File: src/ltm_pkg.sv
// Constants for the limit timer: register map, fields, reset values, mode codes.
package ltm_pkg;

  // ****************************************************************
  // Register map (byte addresses)
  // ****************************************************************
  localparam logic [7:0] ADDR_CTRL   = 8'h00;
  localparam logic [7:0] ADDR_MODE   = 8'h04;
  localparam logic [7:0] ADDR_PERIOD = 8'h08;
  localparam logic [7:0] ADDR_COUNT  = 8'h0c;
  localparam logic [7:0] ADDR_PWMCMP = 8'h10;
  localparam logic [7:0] ADDR_STATUS = 8'h14;
  localparam logic [7:0] ADDR_MASK   = 8'h18;

  // ****************************************************************
  // Fields
  // ****************************************************************
  localparam int CTRL_ON_BIT  = 7;
  localparam int CTRL_PS_LSB  = 0;
  localparam int CTRL_PS_W    = 4;
  localparam int MODE_W       = 5;
  localparam int STAT_POST    = 0;
  localparam int STAT_EXTRST  = 1;
  localparam int STAT_W       = 2;

  // ****************************************************************
  // Reset values
  // ****************************************************************
  localparam logic [7:0]        PERIOD_RST = 8'hff;
  localparam logic [7:0]        COUNT_RST  = 8'h00;
  localparam logic [7:0]        PWMCMP_RST = 8'h00;
  localparam logic [CTRL_PS_W-1:0] PS_RST  = 4'h0;
  localparam logic [STAT_W-1:0] MASK_RST   = 2'h0;

  // ****************************************************************
  // Mode codes
  // ****************************************************************
  localparam logic [4:0] MODE_SWGATE    = 5'h00;
  localparam logic [4:0] MODE_GATE_HI   = 5'h01;
  localparam logic [4:0] MODE_GATE_LO   = 5'h02;
  localparam logic [4:0] MODE_RST_ANY   = 5'h03;
  localparam logic [4:0] MODE_RST_RISE  = 5'h04;
  localparam logic [4:0] MODE_RST_FALL  = 5'h05;
  localparam logic [4:0] MODE_RST_LOW   = 5'h06;
  localparam logic [4:0] MODE_RST_HIGH  = 5'h07;
  localparam logic [4:0] MODE_OS_SW     = 5'h08;
  localparam logic [4:0] MODE_OS_RISE   = 5'h09;
  localparam logic [4:0] MODE_OS_FALL   = 5'h0a;
  localparam logic [4:0] MODE_OS_ANY    = 5'h0b;
  localparam logic [4:0] MODE_OSR_RISE  = 5'h0c;
  localparam logic [4:0] MODE_OSR_FALL  = 5'h0d;
  localparam logic [4:0] MODE_OSL_RISE  = 5'h0e;
  localparam logic [4:0] MODE_OSL_FALL  = 5'h0f;
  localparam logic [4:0] MODE_MONO_RISE = 5'h11;
  localparam logic [4:0] MODE_MONO_FALL = 5'h12;
  localparam logic [4:0] MODE_MONO_ANY  = 5'h13;
  localparam logic [4:0] MODE_LVL_LOW   = 5'h16;
  localparam logic [4:0] MODE_LVL_HIGH  = 5'h17;

endpackage

File: src/ltm_timer.sv
// Limit timer: 8-bit period counter with external start, gate and reset modes.
//
// The strobed register port and the register offsets were left to the implementer.
`timescale 1ns/10ps

module ltm_timer (
  // Clock and reset
  input  wire logic       ref_clk,
  input  wire logic       rstn,
  // Register port
  input  wire logic [7:0] regAddr,
  input  wire logic [7:0] regWdata,
  input  wire logic       regWr,
  input  wire logic       regRd,
  output logic      [7:0] regRdata,
  // External pins
  input  wire logic       external_reset_input,
  input  wire logic       debugFreeze,
  // Timer outputs
  output logic      [7:0] count_value,
  output logic            postscaledPulse,
  output logic            pwmOut,
  output logic            timerIrq
);

  // ****************************************************************
  // Registers
  // ****************************************************************
  logic       on_r;
  logic [3:0] postscale_select_r;
  logic [4:0] mode_r;
  logic [7:0] period_value_r;
  logic [7:0] count_r;
  logic [7:0] pulse_width_compare_r;
  logic [1:0] status_r;
  logic [1:0] timer_irq_enable_r;
  logic [7:0] rdata_r;
  logic [3:0] post_r;
  logic       postPulse_r;
  logic       pwm_r;
  logic       started_r;
  logic       onD1_r, onD2_r;
  logic       ersS1_r, ersS2_r, ersHeld_r, ersPrev_r;
  logic       frzS1_r, frzS2_r;

  logic wrCtrl, wrMode, wrCount;
  assign wrCtrl  = regWr && (regAddr == ltm_pkg::ADDR_CTRL);
  assign wrMode  = regWr && (regAddr == ltm_pkg::ADDR_MODE);
  assign wrCount = regWr && (regAddr == ltm_pkg::ADDR_COUNT);

  // ****************************************************************
  // Synchronisers
  // ****************************************************************
  // two-stage sync
  always_ff @(posedge ref_clk or negedge rstn) begin
    if (!rstn) begin
      onD1_r  <= 1'b0;
      onD2_r  <= 1'b0;
      ersS1_r <= 1'b0;
      ersS2_r <= 1'b0;
      frzS1_r <= 1'b0;
      frzS2_r <= 1'b0;
    end else begin
      onD1_r  <= on_r;
      onD2_r  <= onD1_r;
      ersS1_r <= external_reset_input;
      ersS2_r <= ersS1_r;
      frzS1_r <= debugFreeze;
      frzS2_r <= frzS1_r;
    end
  end

  always_ff @(posedge ref_clk or negedge rstn) begin
    if (!rstn) begin
      ersHeld_r <= 1'b0;
      ersPrev_r <= 1'b0;
    end else begin
      if (!frzS2_r) begin
        ersHeld_r <= ersS2_r;
      end
      ersPrev_r <= ersHeld_r;
    end
  end

  logic onEff, ersLvl, edgeRise, edgeFall, edgeAny;
  // Hardware clearing of the run bit must stop counting at once, not after the sync delay
  assign onEff    = on_r && onD2_r;
  assign ersLvl   = ersHeld_r;
  assign edgeRise = ersHeld_r && !ersPrev_r;
  assign edgeFall = !ersHeld_r && ersPrev_r;
  assign edgeAny  = edgeRise || edgeFall;

  // ****************************************************************
  // Mode decode
  // ****************************************************************
  logic validMode, gateOk, needStart, startEv, rstLvl, rstEdge, oneShot, mono;
  always_comb begin
    validMode = 1'b1;
    gateOk    = 1'b1;
    needStart = 1'b0;
    startEv   = 1'b0;
    rstLvl    = 1'b0;
    rstEdge   = 1'b0;
    oneShot   = 1'b0;
    mono      = 1'b0;
    case (mode_r)
      ltm_pkg::MODE_SWGATE: begin
      end
      ltm_pkg::MODE_GATE_HI: gateOk = ersLvl;
      ltm_pkg::MODE_GATE_LO: gateOk = !ersLvl;
      ltm_pkg::MODE_RST_ANY:  rstEdge = edgeAny;
      ltm_pkg::MODE_RST_RISE: rstEdge = edgeRise;
      ltm_pkg::MODE_RST_FALL: rstEdge = edgeFall;
      ltm_pkg::MODE_RST_LOW:  rstLvl  = !ersLvl;
      ltm_pkg::MODE_RST_HIGH: rstLvl  = ersLvl;
      ltm_pkg::MODE_OS_SW:    oneShot = 1'b1;
      ltm_pkg::MODE_OS_RISE, ltm_pkg::MODE_OS_FALL, ltm_pkg::MODE_OS_ANY: begin
        oneShot   = 1'b1;
        needStart = 1'b1;
        startEv   = (mode_r == ltm_pkg::MODE_OS_RISE) ? edgeRise :
                    (mode_r == ltm_pkg::MODE_OS_FALL) ? edgeFall : edgeAny;
      end
      // Bit 0 of the code picks the falling-edge twin of each pair
      ltm_pkg::MODE_OSR_RISE, ltm_pkg::MODE_OSR_FALL: begin
        oneShot   = 1'b1;
        needStart = 1'b1;
        startEv   = mode_r[0] ? edgeFall : edgeRise;
        rstEdge   = started_r && startEv;
      end
      ltm_pkg::MODE_OSL_RISE, ltm_pkg::MODE_OSL_FALL: begin
        oneShot   = 1'b1;
        needStart = 1'b1;
        startEv   = mode_r[0] ? edgeFall : edgeRise;
        rstLvl    = mode_r[0] ? ersLvl : !ersLvl;
      end
      ltm_pkg::MODE_MONO_RISE, ltm_pkg::MODE_MONO_FALL, ltm_pkg::MODE_MONO_ANY: begin
        mono      = 1'b1;
        needStart = 1'b1;
        startEv   = (mode_r == ltm_pkg::MODE_MONO_RISE) ? edgeRise :
                    (mode_r == ltm_pkg::MODE_MONO_FALL) ? edgeFall : edgeAny;
      end
      ltm_pkg::MODE_LVL_LOW, ltm_pkg::MODE_LVL_HIGH: begin
        oneShot = 1'b1;
        rstLvl  = mode_r[0] ? ersLvl : !ersLvl;
      end
      default: validMode = 1'b0;
    endcase
  end

  logic running, resetNow, matchNow;
  assign resetNow = validMode && onEff && (rstLvl || rstEdge);
  assign running  = validMode && onEff && gateOk && !rstLvl && (!needStart || started_r);
  assign matchNow = running && (count_r == period_value_r);

  // ****************************************************************
  // Start tracking
  // ****************************************************************
  // fresh edge after run cycle
  always_ff @(posedge ref_clk or negedge rstn) begin
    if (!rstn) begin
      started_r <= 1'b0;
    end else if (!onEff || wrMode || (matchNow && (oneShot || mono))) begin
      started_r <= 1'b0;
    end else if (needStart && startEv) begin
      started_r <= 1'b1;
    end
  end

  // ****************************************************************
  // Control registers
  // ****************************************************************
  always_ff @(posedge ref_clk or negedge rstn) begin
    if (!rstn) begin
      on_r               <= 1'b0;
      postscale_select_r <= ltm_pkg::PS_RST;
    end else if (wrCtrl) begin
      on_r               <= regWdata[ltm_pkg::CTRL_ON_BIT];
      postscale_select_r <= regWdata[ltm_pkg::CTRL_PS_LSB +: ltm_pkg::CTRL_PS_W];
    end else if (matchNow && oneShot) begin
      on_r <= 1'b0;
    end
  end

  always_ff @(posedge ref_clk or negedge rstn) begin
    if (!rstn) begin
      mode_r                <= ltm_pkg::MODE_SWGATE;
      period_value_r        <= ltm_pkg::PERIOD_RST;
      pulse_width_compare_r <= ltm_pkg::PWMCMP_RST;
      timer_irq_enable_r    <= ltm_pkg::MASK_RST;
    end else if (regWr) begin
      case (regAddr)
        ltm_pkg::ADDR_MODE:   mode_r                <= regWdata[ltm_pkg::MODE_W-1:0];
        ltm_pkg::ADDR_PERIOD: period_value_r        <= regWdata;
        ltm_pkg::ADDR_PWMCMP: pulse_width_compare_r <= regWdata;
        ltm_pkg::ADDR_MASK:   timer_irq_enable_r    <= regWdata[ltm_pkg::STAT_W-1:0];
        default: begin
        end
      endcase
    end
  end

  // ****************************************************************
  // Counter
  // ****************************************************************
  // wrap to zero on match
  always_ff @(posedge ref_clk or negedge rstn) begin
    if (!rstn) begin
      count_r <= ltm_pkg::COUNT_RST;
    end else if (wrCount) begin
      count_r <= regWdata;
    end else if (resetNow || matchNow) begin
      // monostable also lands at zero, stopped by the start flag
      count_r <= 8'h00;
    end else if (running) begin
      count_r <= count_r + 8'h01;
    end
  end

  // ****************************************************************
  // Postscaler
  // ****************************************************************
  // ratio of select plus one
  always_ff @(posedge ref_clk or negedge rstn) begin
    if (!rstn) begin
      post_r      <= 4'h0;
      postPulse_r <= 1'b0;
    end else begin
      postPulse_r <= 1'b0;
      if (wrCtrl || wrCount || resetNow) begin
        post_r <= 4'h0;
      end else if (matchNow) begin
        if (post_r == postscale_select_r) begin
          post_r      <= 4'h0;
          postPulse_r <= 1'b1;
        end else begin
          post_r <= post_r + 4'h1;
        end
      end
    end
  end

  // ****************************************************************
  // PWM time base
  // ****************************************************************
  // restart after reset
  always_ff @(posedge ref_clk or negedge rstn) begin
    if (!rstn) begin
      pwm_r <= 1'b0;
    end else if (running && (count_r == pulse_width_compare_r)) begin
      pwm_r <= 1'b0;
    end else if (running && (count_r == 8'h00)) begin
      pwm_r <= 1'b1;
    end
  end

  // ****************************************************************
  // Interrupt status and read port
  // ****************************************************************
  wire logic [1:0] events = {resetNow, postPulse_r};

  // Set wins over a simultaneous write-one clear
  always_ff @(posedge ref_clk or negedge rstn) begin
    if (!rstn) begin
      status_r <= 2'h0;
    end else if (regWr && (regAddr == ltm_pkg::ADDR_STATUS)) begin
      status_r <= (status_r & ~regWdata[ltm_pkg::STAT_W-1:0]) | events;
    end else begin
      status_r <= status_r | events;
    end
  end

  always_ff @(posedge ref_clk or negedge rstn) begin
    if (!rstn) begin
      rdata_r <= 8'h00;
    end else if (regRd) begin
      case (regAddr)
        ltm_pkg::ADDR_CTRL:   rdata_r <= {on_r, 3'h0, postscale_select_r};
        ltm_pkg::ADDR_MODE:   rdata_r <= {3'h0, mode_r};
        ltm_pkg::ADDR_PERIOD: rdata_r <= period_value_r;
        ltm_pkg::ADDR_COUNT:  rdata_r <= count_r;
        ltm_pkg::ADDR_PWMCMP: rdata_r <= pulse_width_compare_r;
        ltm_pkg::ADDR_STATUS: rdata_r <= {6'h00, status_r};
        ltm_pkg::ADDR_MASK:   rdata_r <= {6'h00, timer_irq_enable_r};
        default:              rdata_r <= 8'h00;
      endcase
    end else begin
      rdata_r <= 8'h00;
    end
  end

  assign regRdata        = rdata_r;
  assign count_value     = count_r;
  assign postscaledPulse = postPulse_r;
  assign pwmOut          = pwm_r;
  assign timerIrq        = |(status_r & timer_irq_enable_r);
endmodule

File: config.mk
export PLATFORM = sky130hd
export DESIGN_NAME = ltm_timer
export DESIGN_NICKNAME = d
export VERILOG_FILES = /design/src/ltm_pkg.sv /design/src/ltm_timer.sv
export SDC_FILE = /design/constraint.sdc
export NUM_CORES = 1
export LEC_CHECK = 0
export ABC_CLOCK_PERIOD_IN_PS = 2100
export BUFFER_PORTS_ARGS = -buffer_cell sky130_fd_sc_hd__buf_4
export CORE_MARGIN = 2
export CORE_UTILIZATION = 50
export CTS_CLUSTER_DIAMETER = 80
export DETAILED_ROUTE_END_ITERATION = 10
export MAX_ROUTING_LAYER = met4
export PLACE_DENSITY = 0.7
export SYNTH_ARGS = -nofsm -noshare
export SYNTH_HDL_FRONTEND = slang
export SYNTH_SLANG_ARGS = --single-unit
File: constraint.sdc
create_clock -name ref_clk -period 2.1 [get_ports ref_clk]
set_input_delay 0.21 -clock ref_clk [delete_from_list [all_inputs] [get_ports ref_clk]]
set_output_delay 0.21 -clock ref_clk [all_outputs]
set_load 0.01 [all_outputs]
[Yosys cells after proc, flatten, opt, wreduce, memory -nomap -nowiden]
Index checks and enable logic that the tools add are counted.
Storage, ports and cells
  flip-flop bits (word level): 61
  bits of input ports: 22
  output and inout bits: 19
Operators by class
  $add $sub $neg: 2
  equal/unequal tests: 29
  mux-type cells: 32
  bitwise gates (word level): 5
  reduce and logical (&&, ||, !) cells: 54
Operator list (number)
  case mux 8 bit (7 select lines): 1
  equality test 5 x 4 -> 1 bit, second input constant: 8
  two-way mux 8 bit: 4
  equality test 5 bit, second input constant: 5
  equality test 8 x 5 -> 1 bit, second input constant: 3
  OR reduction 21 bit: 1
  equality test 5 x 3 -> 1 bit, second input constant: 4
  OR reduction 10 bit: 2
  logical AND 1 bit: 19
  two-way mux 1 bit: 19
  equality test 8 x 4 -> 1 bit, second input constant: 2
  equality test 8 bit: 2
  zero test 8 bit: 2
  two-way mux 4 bit: 3
  equality test 5 x 2 -> 1 bit, second input constant: 2
  logical OR 1 bit: 9
  adder 8 x 1 -> 8 bit, second input constant: 1
  equality test 8 x 3 -> 1 bit, second input constant: 1
  AND reduction 2 bit: 4
  nonzero test 2 bit: 4
  OR reduction 4 bit: 2
  case mux 1 bit (3 select lines): 2
  OR reduction 3 bit: 2
  equality test 5 x 1 -> 1 bit, second input constant: 1
  other kinds (12): 19

[Depth between registers and ports, before layout]
Gate-level depths: netlist of run 1.
  word-level depth: 11
  depth in mapped cells: 10
  gate-level depth less buffers: 8

[Least setup slack after synthesis of run 1]
Ideal clock, no wire load.
  path type: register to register
  start: reg ersHeld_r
  end: reg count_r[2] (netlist: count_value[2])
  arrival: 2.067 ns
  setup slack: -0.093 ns
  stages on the path, launching flop included: 11
  cell sequence: dfrtp_1 > clkbuf_2 > inv_1 > ha_1 > mux2i_1 > or4b_1 > o211ai_1 > a211oi_2 > buf_4 > o21ai_0 > o2bb2a_1
On the way
  word-level cells in the longest chain between the ends: 10
  elaborated cells on any way between the ends: 21
  those cells by class: mux (7); reduce/logical (14)
Ends and longest elaborated chain
  from (decl): RTL line ltm_timer.sv:43  | logic ersS1_r, ersS2_r, ersHeld_r, ersPrev_r;
  from (signal assigned): RTL line ltm_timer.sv:79  | ersHeld_r <= ersS2_r;
  zero test 1 bit
  logical AND 1 bit or two-way mux 1 bit (tied branches): RTL line ltm_timer.sv:90, ltm_timer.sv:134, ltm_timer.sv:144
  two-way mux 1 bit or case mux 1 bit (3 select lines) (tied branches): RTL line ltm_timer.sv:127, ltm_timer.sv:106
  logical AND 1 bit or zero test 1 bit (tied branches): RTL line ltm_timer.sv:128, ltm_timer.sv:152
  case mux 1 bit (4 select lines) or logical AND 1 bit (tied branches): RTL line ltm_timer.sv:106, ltm_timer.sv:152
  logical OR 1 bit or logical AND 1 bit (tied branches): RTL line ltm_timer.sv:151, ltm_timer.sv:152
  logical AND 1 bit, on equally long branches: RTL line ltm_timer.sv:151, ltm_timer.sv:153
  logical OR 1 bit: RTL line ltm_timer.sv:211  | end else if (resetNow || matchNow) begin
  two-way mux 8 bit: RTL line ltm_timer.sv:211
  two-way mux 8 bit: RTL line ltm_timer.sv:209  | end else if (wrCount) begin
  to (signal assigned): RTL line ltm_timer.sv:208  | count_r <= ltm_pkg::COUNT_RST;
  to (signal assigned): RTL line ltm_timer.sv:210  | count_r <= regWdata;
  to (signal assigned): RTL line ltm_timer.sv:215  | count_r <= count_r + 8'h01;
  to (decl): RTL line ltm_timer.sv:33  | logic [7:0] count_r;
Parallel ways exist; a longest one is shown, timed or not.
A chain may end at the register's enable or synchronous reset.

[Worst setup path in the final report of run 1]
  start: reg ersHeld_r
  end: reg count_r[3] (netlist: count_value[3])
The elaborated chain is that of the path after synthesis.

==> results of run 1 <==
## state kept, by name (all words and copies together) (netlist names)
register,count
ersS1_r,1
count_value,8
frzS1_r,1
post_r,4
pulse_width_compare_r,8
postscaledPulse,1
ersS2_r,1
status_r,2
pwmOut,1
onD2_r,1
mode_r,5
on_r,1
regRdata,8
ersHeld_r,1
frzS2_r,1
started_r,1
period_value_r,8
onD1_r,1
timer_irq_enable_r,2
postscale_select_r,4
ersPrev_r,1
## path summary, 6_finish.rpt
path | slack [ns] | end | from | cells past startpoint
setup / recovery | -0.04 | count_value[3] | ersHeld_r | 8
hold / removal | 0.13 | period_value_r[6] | regWdata[6] | 2
setup reg to reg | -0.04 | count_value[3] | ersHeld_r | 8
hold reg to reg | 0.35 | frzS2_r | frzS1_r | 0
max in group asynchronous | 1.06 | mode_r[0] | rstn | 2
min in group asynchronous | 0.49 | started_r | rstn | 2
## cells in the mapped netlist, types with 8 or more instances
master / instances / area (um^2)
a21oi_1: 22 / 110
mux2_2: 30 / 338
o21ai_0: 13 / 65.1
nand3_1: 10 / 50.1
nand2_1: 29 / 109
xor2_1: 9 / 78.8
xnor2_1: 13 / 114
dfrtp_1: 53 / 1330
a22oi_1: 8 / 60.1
clkbuf_1: 13 / 48.8
nor2_1: 16 / 60.1
dfstp_2: 8 / 210
nand4_1: 10 / 62.6
## per-layer routing
| metal | wire (um) | vias up |
|---|---|---|
| met1 | 4330 | 1556 |
| met5 | 0 | - |
| met3 | 682 | 18 |
| li1 | - | 1450 |
| met2 | 4320 | 124 |
| met4 | 219 | 0 |
## layout make-up
class                   count  area, um^2  area share, %
clock inverters             4        47.5           1.03
flip-flops and latches     61        1540           33.5
multi-input cells         257        1970           42.7
well taps                  96         120           2.61
repair buffers             96         752           16.3
inverters                   7        28.8          0.625
clock buffers              12         145           3.15
## cells by family (layout without fill, tap and decap cells)
group / Yosys count / after routing / synth area share [%]
flops: 61 / 61 / 43.4
compound gates: 83 / 83 / 16.7
xor+xnor: 22 / 22 / 5.45
fa+ha+maj: 5 / 5 / 1.77
mux: 33 / 33 / 10.4
buf+inv: 30 / 119 / 3.89
simple gates: 114 / 114 / 18.3
## worst max-delay path, cell delays in order (launching register included)
cell and delay (ns):
dfrtp_1 0.42, ha_2 0.23, mux2i_4 0.08, or4b_4 0.52, o211ai_1 0.20, a211oi_2 0.13
buf_6 0.17, a22o_1 0.20, a22oi_1 0.13
## repair_timing
| item | in CTS | in global routing |
|---|---|---|
| resized for setup | 4 | 26 |
| pin swaps | 1 | 5 |
| gates cloned | 0 | 1 |
| hold buffers | 3 | 0 |
| endpoints found under the setup margin | 12 | 13 |
| hold endpoints to repair | 55 | 0 |
| buffers inserted | 2 | 4 |
## report_power, final
group	internal, W	leakage [nW]	switching, W
Clock	0.000578	0.0964	0.000473
Combinational	0.000224	1.18	0.000245
Sequential	0.00124	0.777	0.0000634
Total	0.00204	2.05	0.000781
## metrics by stage
step                      util, %  instance area (um^2)  hold WS [ns]  std cells
after floorplan                 -                  3560       -0.0856        348
after global routing         67.4                  4600         0.138        533
after global placement       61.8                  4220         0.320        507
after CTS                    65.5                  4470         0.122        528
final                        67.4                  4600         0.132        533
after detailed placement     61.8                  4220         0.321        507
==> flow_metrics.tcl, run 1 <==
set metrics [dict create \
    wl_per_cell_um 17.9 \
    fin_ws_ns -0.0428 \
    clk_latency_ns 0.34 \
    grt_pass1_wl_um 15200 \
    syn-num-nets 375 \
    gp_congestion 0.882 \
    relSlewSlack_pct 48.7 \
    antenna_cells 0 \
    syn_inst 348 \
    drc 0 \
    tightest_slew_ns 0.769 \
    cp-start-kind "register" \
    async_flop_share_pct 100 \
    power_leakage_nw 2.05 \
    rsz0062_at_grt "yes" \
    synth_area_um2 3540 \
    nNetsFinal 459 \
    avgSynthCellArea_um2 10.2 \
    coreArea_um2 6830 \
    yosysWarnings 0 \
    synth_seq_area_share_pct 43.4 \
    outcome "complete, but fails checks" \
    synth_cell_types 61 \
    clock-root-buffer "clkbuf_8" \
    synth_edf_count 0 \
    grt_max_degree 62 \
    violations "setup timing" \
    ctsLongestPathBuffers 2 \
    postRouteAntennaNets 0 \
    first_pass_iters 4 \
    setup-tns-final_ns -0.197 \
    cellPowerDensity_nw_per_um2 613 \
    vias_per_cell 5.91 \
    die-height_um 88.1 \
    critPathRequiredTime_ns 2.35 \
    num_io_pins 41 \
    cap_viol_max_count 0 \
    busiest_layer "met1" \
    worstHoldPathType "primary input to register" \
    start_util_pct 51.8 \
    hold_viol 0 \
    path_max_fanout 8 \
    final-setup-viol-count 7 \
    fin_skew_ns 0.0103 \
    cts.sinks 61 \
    globalRouteMet2Util_pct 38.2 \
    drive_gt1_share_pct 41.6 \
    dp_slack_ns -0.106 \
    end_kind "register" \
    ir_worst_vdd_mv 0.392 \
    vias 3148 \
    crit_arrival_ns 2.39 \
    nFillCells 557 \
    grt_usage_pct 26.7 \
    htree_num_levels 3 \
    numCtsBuffers 9 \
    gr-usage-met3_pct 3.30 \
    grt_pass1_vias 2967 \
    power.total_w 0.00282 \
    final.period_utilization_pct 102 \
    antenna_found_initial 0 \
    synth-main-ff-cell "dfrtp_1" \
    finalMaxSlewViolations 0 \
    tritoncts "yes" \
    fmax_mhz 467 \
    layout_common_cells "buf_4, dfrtp_1, mux2_2" \
    portBuffers 40 \
    area_growth_pct 30.1 \
    drt_iter0_markers 247 \
    grt_overflow 0 \
    clk_pin_slew_ns 0.07 \
    min_period_ns 2.14 \
    final_common_cell "buf_4" \
    wl_um 9550 \
    die_w_um 88.1 \
    rows 30 \
    design.die.area_um2 7760 \
    path_class "register to register" \
    dp_hpwl_um 6590 \
    grtUsageMet1_pct 38.4 \
    synth_seq_cells 61 \
]
(Power assumes the default switching activity.)
==> inputs of run 2 (changes only) <==
--- a/config.mk
+++ b/config.mk
@@ -13,6 +13,7 @@
 export DETAILED_ROUTE_END_ITERATION = 10
 export MAX_ROUTING_LAYER = met4
 export PLACE_DENSITY = 0.7
+export RECOVER_POWER = 100
 export SYNTH_ARGS = -nofsm -noshare
 export SYNTH_HDL_FRONTEND = slang
 export SYNTH_SLANG_ARGS = --single-unit
==> run 2 against run 1 <==
  * The flow finishes with violations (capacitance limit, slew limit, setup timing)
  * Total power fell by 0.33%
  * Global-route usage did not move
  * Critical endpoint is now count_value[2]
  * Count of clock-buffer cells in the layout did not move
  * Critical path type unchanged
  * Critical path depth did not move
  * Hold slack improved by 0.0023 ns
==> flow_metrics.tcl, run 2 (synthesized netlist as in run 1, its figures left out) <==
set metrics [dict create \
    postRouteAntennaNets 0 \
    clkPwrFrac_pct 37.4 \
    gp_congestion 0.882 \
    grt_max_degree 62 \
    end_kind "register" \
    power.total_w 0.00281 \
    cp-start-kind "register" \
    power_leakage_nw 1.96 \
    start_util_pct 51.8 \
    r2r_setup_slack_ns -0.05 \
    final_common_cell "buf_4" \
    fin_skew_ns 0.0110 \
    final-setup-viol-count 7 \
    crit_arrival_ns 2.42 \
    tritoncts "yes" \
    setup-tns-final_ns -0.226 \
    grt_overflow 0 \
    rows 30 \
    drc 0 \
    antenna_cells 0 \
    vias_per_cell 5.90 \
    critPathRequiredTime_ns 2.37 \
    fmax_mhz 466 \
    die_w_um 88.1 \
    wl_um 9530 \
    cp_top_family "compound AO/OA/AOI/OAI gates" \
    worstHoldPathType "primary input to register" \
    dp_slack_ns -0.106 \
    outcome "complete, but fails checks" \
    critPathCapture "count_value[2]" \
    path_max_fanout 7 \
    min_period_ns 2.15 \
    htree_num_levels 3 \
    internal_power_w 0.00203 \
    seqPwrFrac_pct 46.3 \
    cp_slowest_cell "or4b_4" \
    ctsLongestPathBuffers 2 \
    num_io_pins 41 \
    nNetsFinal 459 \
    first_pass_iters 5 \
    swShare_pct 27.7 \
    path_class "register to register" \
    clk_pin_slew_ns 0.07 \
    area_growth_pct 27.3 \
    ir_worst_vdd_mv 0.392 \
    wl_per_cell_um 17.9 \
    crit_start "ersHeld_r" \
    grt_pass1_wl_um 15200 \
    die-height_um 88.1 \
    crit_buf_inv 1 \
    r2r_start "ersHeld_r" \
    antenna_found_initial 0 \
    dp_hpwl_um 6590 \
    coreArea_um2 6830 \
    numCtsBuffers 9 \
    cp.depth 8 \
    cap_viol_max_count 1 \
    crit_chain "ha_2, mux2i_4, or4b_4, o211ai_1, a211oi_2, buf_4, a21oi_1, o2bb2a_2" \
    drive_gt1_share_pct 36.2 \
    grt_pass1_vias 2967 \
    relSlewSlack_pct -0.645 \
    grt_usage_pct 26.7 \
    cts.sinks 61 \
    violations "capacitance limit, slew limit, setup timing" \
    clock-root-buffer "clkbuf_8" \
    switchingPower_w 0.000779 \
    p_comb_share_pct 16.3 \
    portBuffers 40 \
    layout_common_cells "buf_4, dfrtp_1, mux2_2" \
    final.period_utilization_pct 102 \
    design.die.area_um2 7760 \
    hold_viol 0 \
    utilization_pct 65.9 \
    drt_iter0_markers 220 \
    fin_ws_ns -0.0471 \
    tightest_slew_ns 1.51 \
    cellPowerDensity_nw_per_um2 624 \
    finalMaxSlewViolations 62 \
    clk_latency_ns 0.34 \
    crit_path_max_incr_delay_ns 0.52 \
    vias 3146 \
    rsz0062_at_grt "yes" \
    r2r_cells 8 \
    r2r_end "count_value[2]" \
]
-- run 2: cell types whose count changed in the layout (fill, tap and decap cells not counted), sizes merged --
cell and change:
clkbuf +23, buf -23
-- run 2: final cells by class --
type	instances	area, um^2
fillers	581	2330
repair buffers	96	678
clock inverters	4	47.5
flip-flops and latches	61	1540
inverters	7	28.8
clock buffers	12	145
well taps	96	120
multi-input cells	257	1940
-- run 2: power by group through the flow --
| stage | clock network [W] | registers, W | logic [W] |
|---|---|---|---|
| floorplan | 0 | 0.00131 | 0.000250 |
| global placement | 0 | 0.00132 | 0.000421 |
| detailed placement | 0 | 0.00132 | 0.000433 |
| CTS | 0.00106 | 0.00130 | 0.000445 |
| global route | 0.00111 | 0.00131 | 0.000508 |
| finish | 0.00105 | 0.00130 | 0.000458 |
-- run 2: worst min-delay path by stage --
stage,startpoint,to,cells after the start
final,regWdata[6],period_value_r[6],2
after global placement,debugFreeze,frzS1_r,1
after floorplan,rstn,count_value[0],0
after detailed placement,external_reset_input,ersS1_r,1
after CTS,regWdata[6],period_value_r[6],2
after global routing,regWdata[6],period_value_r[6],2
-- run 2: per-stage QoR --
step	cells	hold WS, ns	cell area, um^2
6_report	533	0.135	4500
4_1_cts	528	0.122	4470
3_3_place_gp	507	0.320	4220
3_5_place_dp	507	0.321	4220
2_1_floorplan	348	-0.0856	3560
5_1_grt	533	0.138	4500
-- run 2: timing repair --
action,4_1_cts,5_1_grt
hold endpoints to repair,55,0
setup endpoints to repair,12,13
buffers inserted,2,4
resized for setup,4,26
pin swaps,1,5
cloned,0,1
hold buffers,3,0
-- run 2: routing by layer --
layer  share of wire [%]  GRT usage [%]  vias up
met5                   0              -        -
met4                 2.1           11.2        0
met3                 6.6           3.30       17
met2                  45           38.2      121
met1                  46           38.4     1558
li1                    -              -     1450
==> inputs of run 3 (changes only) <==
--- a/config.mk
+++ b/config.mk
@@ -9,6 +9,7 @@
 export BUFFER_PORTS_ARGS = -buffer_cell sky130_fd_sc_hd__buf_4
 export CORE_MARGIN = 2
 export CORE_UTILIZATION = 50
+export CTS_BUF_LIST = sky130_fd_sc_hd__clkbuf_4 sky130_fd_sc_hd__clkbuf_8
 export CTS_CLUSTER_DIAMETER = 80
 export DETAILED_ROUTE_END_ITERATION = 10
 export MAX_ROUTING_LAYER = met4
==> run 3 against run 2 <==
  * Critical path depth did not move
  * The flow finishes with violations (capacitance limit, setup timing)
  * Flip-flop and latch count did not move
  * Sequential share of layout area fell by 0.057 points
  * Die area did not move
  * Total power rose by 0.87%
  * Largest cell class unchanged
  * Global-route usage did not move
  * Critical path type unchanged
  * Critical endpoint unchanged
==> flow_metrics.tcl, run 3 (synthesized netlist as in run 1, its figures left out) <==
set metrics [dict create \
    final-setup-viol-count 7 \
    cp-start-kind "register" \
    wl_um 9520 \
    grt_max_degree 62 \
    power.total_w 0.00284 \
    layout_common_cells "buf_4, dfrtp_1, mux2_2" \
    end_kind "register" \
    path_class "register to register" \
    die_w_um 88.1 \
    area_growth_pct 27.5 \
    dp_hpwl_um 6590 \
    seqCellArea_um2 1540 \
    drt_iter0_markers 254 \
    numCtsBuffers 9 \
    ir_worst_vdd_mv 0.392 \
    multi_input_area_um2 1940 \
    vias 3198 \
    final_common_cell "buf_4" \
    first_pass_iters 5 \
    worstHoldPathType "primary input to register" \
    ctsLongestPathBuffers 2 \
    dp_slack_ns -0.106 \
    final.period_utilization_pct 102 \
    finalMaxSlewViolations 0 \
    fin_skew_ns 0.00979 \
    num_io_pins 41 \
    cap_viol_max_count 1 \
    relSlewSlack_pct 0.559 \
    clk_pin_slew_ns 0.07 \
    critPathRequiredTime_ns 2.37 \
    hold_viol 0 \
    cts.sinks 61 \
    htree_num_levels 3 \
    fmax_mhz 466 \
    rows 30 \
    start_util_pct 51.8 \
    nNetsFinal 459 \
    gp_congestion 0.882 \
    vias_per_cell 6.00 \
    design.die.area_um2 7760 \
    clk_latency_ns 0.34 \
    rsz0062_at_grt "yes" \
    nFillCells 578 \
    grt_pass1_wl_um 15200 \
    drc 0 \
    grt_usage_pct 26.7 \
    antenna_found_initial 0 \
    crit_arrival_ns 2.42 \
    grt_pass1_vias 2966 \
    tightest_slew_ns 1.49 \
    power_leakage_nw 1.97 \
    cellPowerDensity_nw_per_um2 629 \
    grt_overflow 0 \
    min_period_ns 2.15 \
    coreArea_um2 6830 \
    postRouteAntennaNets 0 \
    fin_ws_ns -0.0473 \
    clock-root-buffer "clkbuf_8" \
    drive_gt1_share_pct 36.6 \
    portBuffers 40 \
    wl_per_cell_um 17.9 \
    path_max_fanout 7 \
    die-height_um 88.1 \
    outcome "complete, but fails checks" \
    antenna_cells 0 \
    violations "capacitance limit, setup timing" \
    tritoncts "yes" \
]
==> run 3: cell counts in the layout (fill, tap and decap cells not counted) <==
No cell type changed its count.
==> run 3: worst max-delay path, cell delays in order (launching register included) <==
cell,delay (ns)
dfrtp_1,0.42
ha_2,0.23
mux2i_4,0.08
or4b_4,0.52
o211ai_1,0.20
a211oi_2,0.13
buf_4,0.20
a21oi_1,0.14
o2bb2a_2,0.18
==> run 3: worst paths after layout <==
path / from / endpoint / slack (ns) / cells after the start
setup / recovery: ersHeld_r / count_value[2] / -0.05 / 8
hold / removal: regWdata[6] / period_value_r[6] / 0.13 / 2
setup reg to reg: ersHeld_r / count_value[2] / -0.05 / 8
hold reg to reg: frzS1_r / frzS2_r / 0.35 / 0
max in group asynchronous: rstn / mode_r[2] / 0.32 / 2
min in group asynchronous: rstn / started_r / 0.77 / 2
==> run 3: report_power, final <==
part | internal [W] | switching, W | total [W]
Sequential | 0.00124 | 0.0000634 | 0.00130
Combinational | 0.000217 | 0.000241 | 0.000458
Clock | 0.000604 | 0.000473 | 0.00108
Total | 0.00206 | 0.000778 | 0.00284
==> run 3: what timing repair did <==
| action | 4_1_cts | 5_1_grt |
|---|---|---|
| endpoints found under the setup margin | 12 | 13 |
| endpoints found under the hold margin | 55 | 0 |
| hold buffers | 3 | 0 |
| gates cloned | 0 | 1 |
| gates resized for setup | 4 | 26 |
| pin swaps | 1 | 5 |
| buffers inserted | 2 | 4 |
==> run 3: per-stage QoR <==
| stage | util [%] | instance area [um^2] | hold slack [ns] | std cells | setup TNS [ns] |
|---|---|---|---|---|---|
| finish | 66.0 | 4510 | 0.135 | 533 | -0.224 |
| global route | 66.0 | 4510 | 0.138 | 533 | -1.32 |
| CTS | 65.6 | 4480 | 0.122 | 528 | -0.264 |
| detailed placement | 61.8 | 4220 | 0.321 | 507 | -0.752 |
| global placement | 61.8 | 4220 | 0.320 | 507 | -0.659 |
| floorplan | - | 3560 | -0.0856 | 348 | -0.391 |
==> run 3: final cells by class <==
cell class                      count  share of cell area [%]
Inverter                            7                   0.638
Clock inverter                      4                    1.05
Sequential cell                    61                    34.2
Multi-Input combinational cell    257                    43.1
Tap cell                           96                    2.66
Timing Repair Buffer               96                    15.0
Clock buffer                       12                    3.38
==> run 3: per-layer routing <==
layer | part of all wire, % | global-route usage (%)
met5 | 0 | -
met4 | 2.2 | 11.2
met3 | 6.3 | 3.30
met2 | 45 | 38.0
met1 | 46 | 38.6
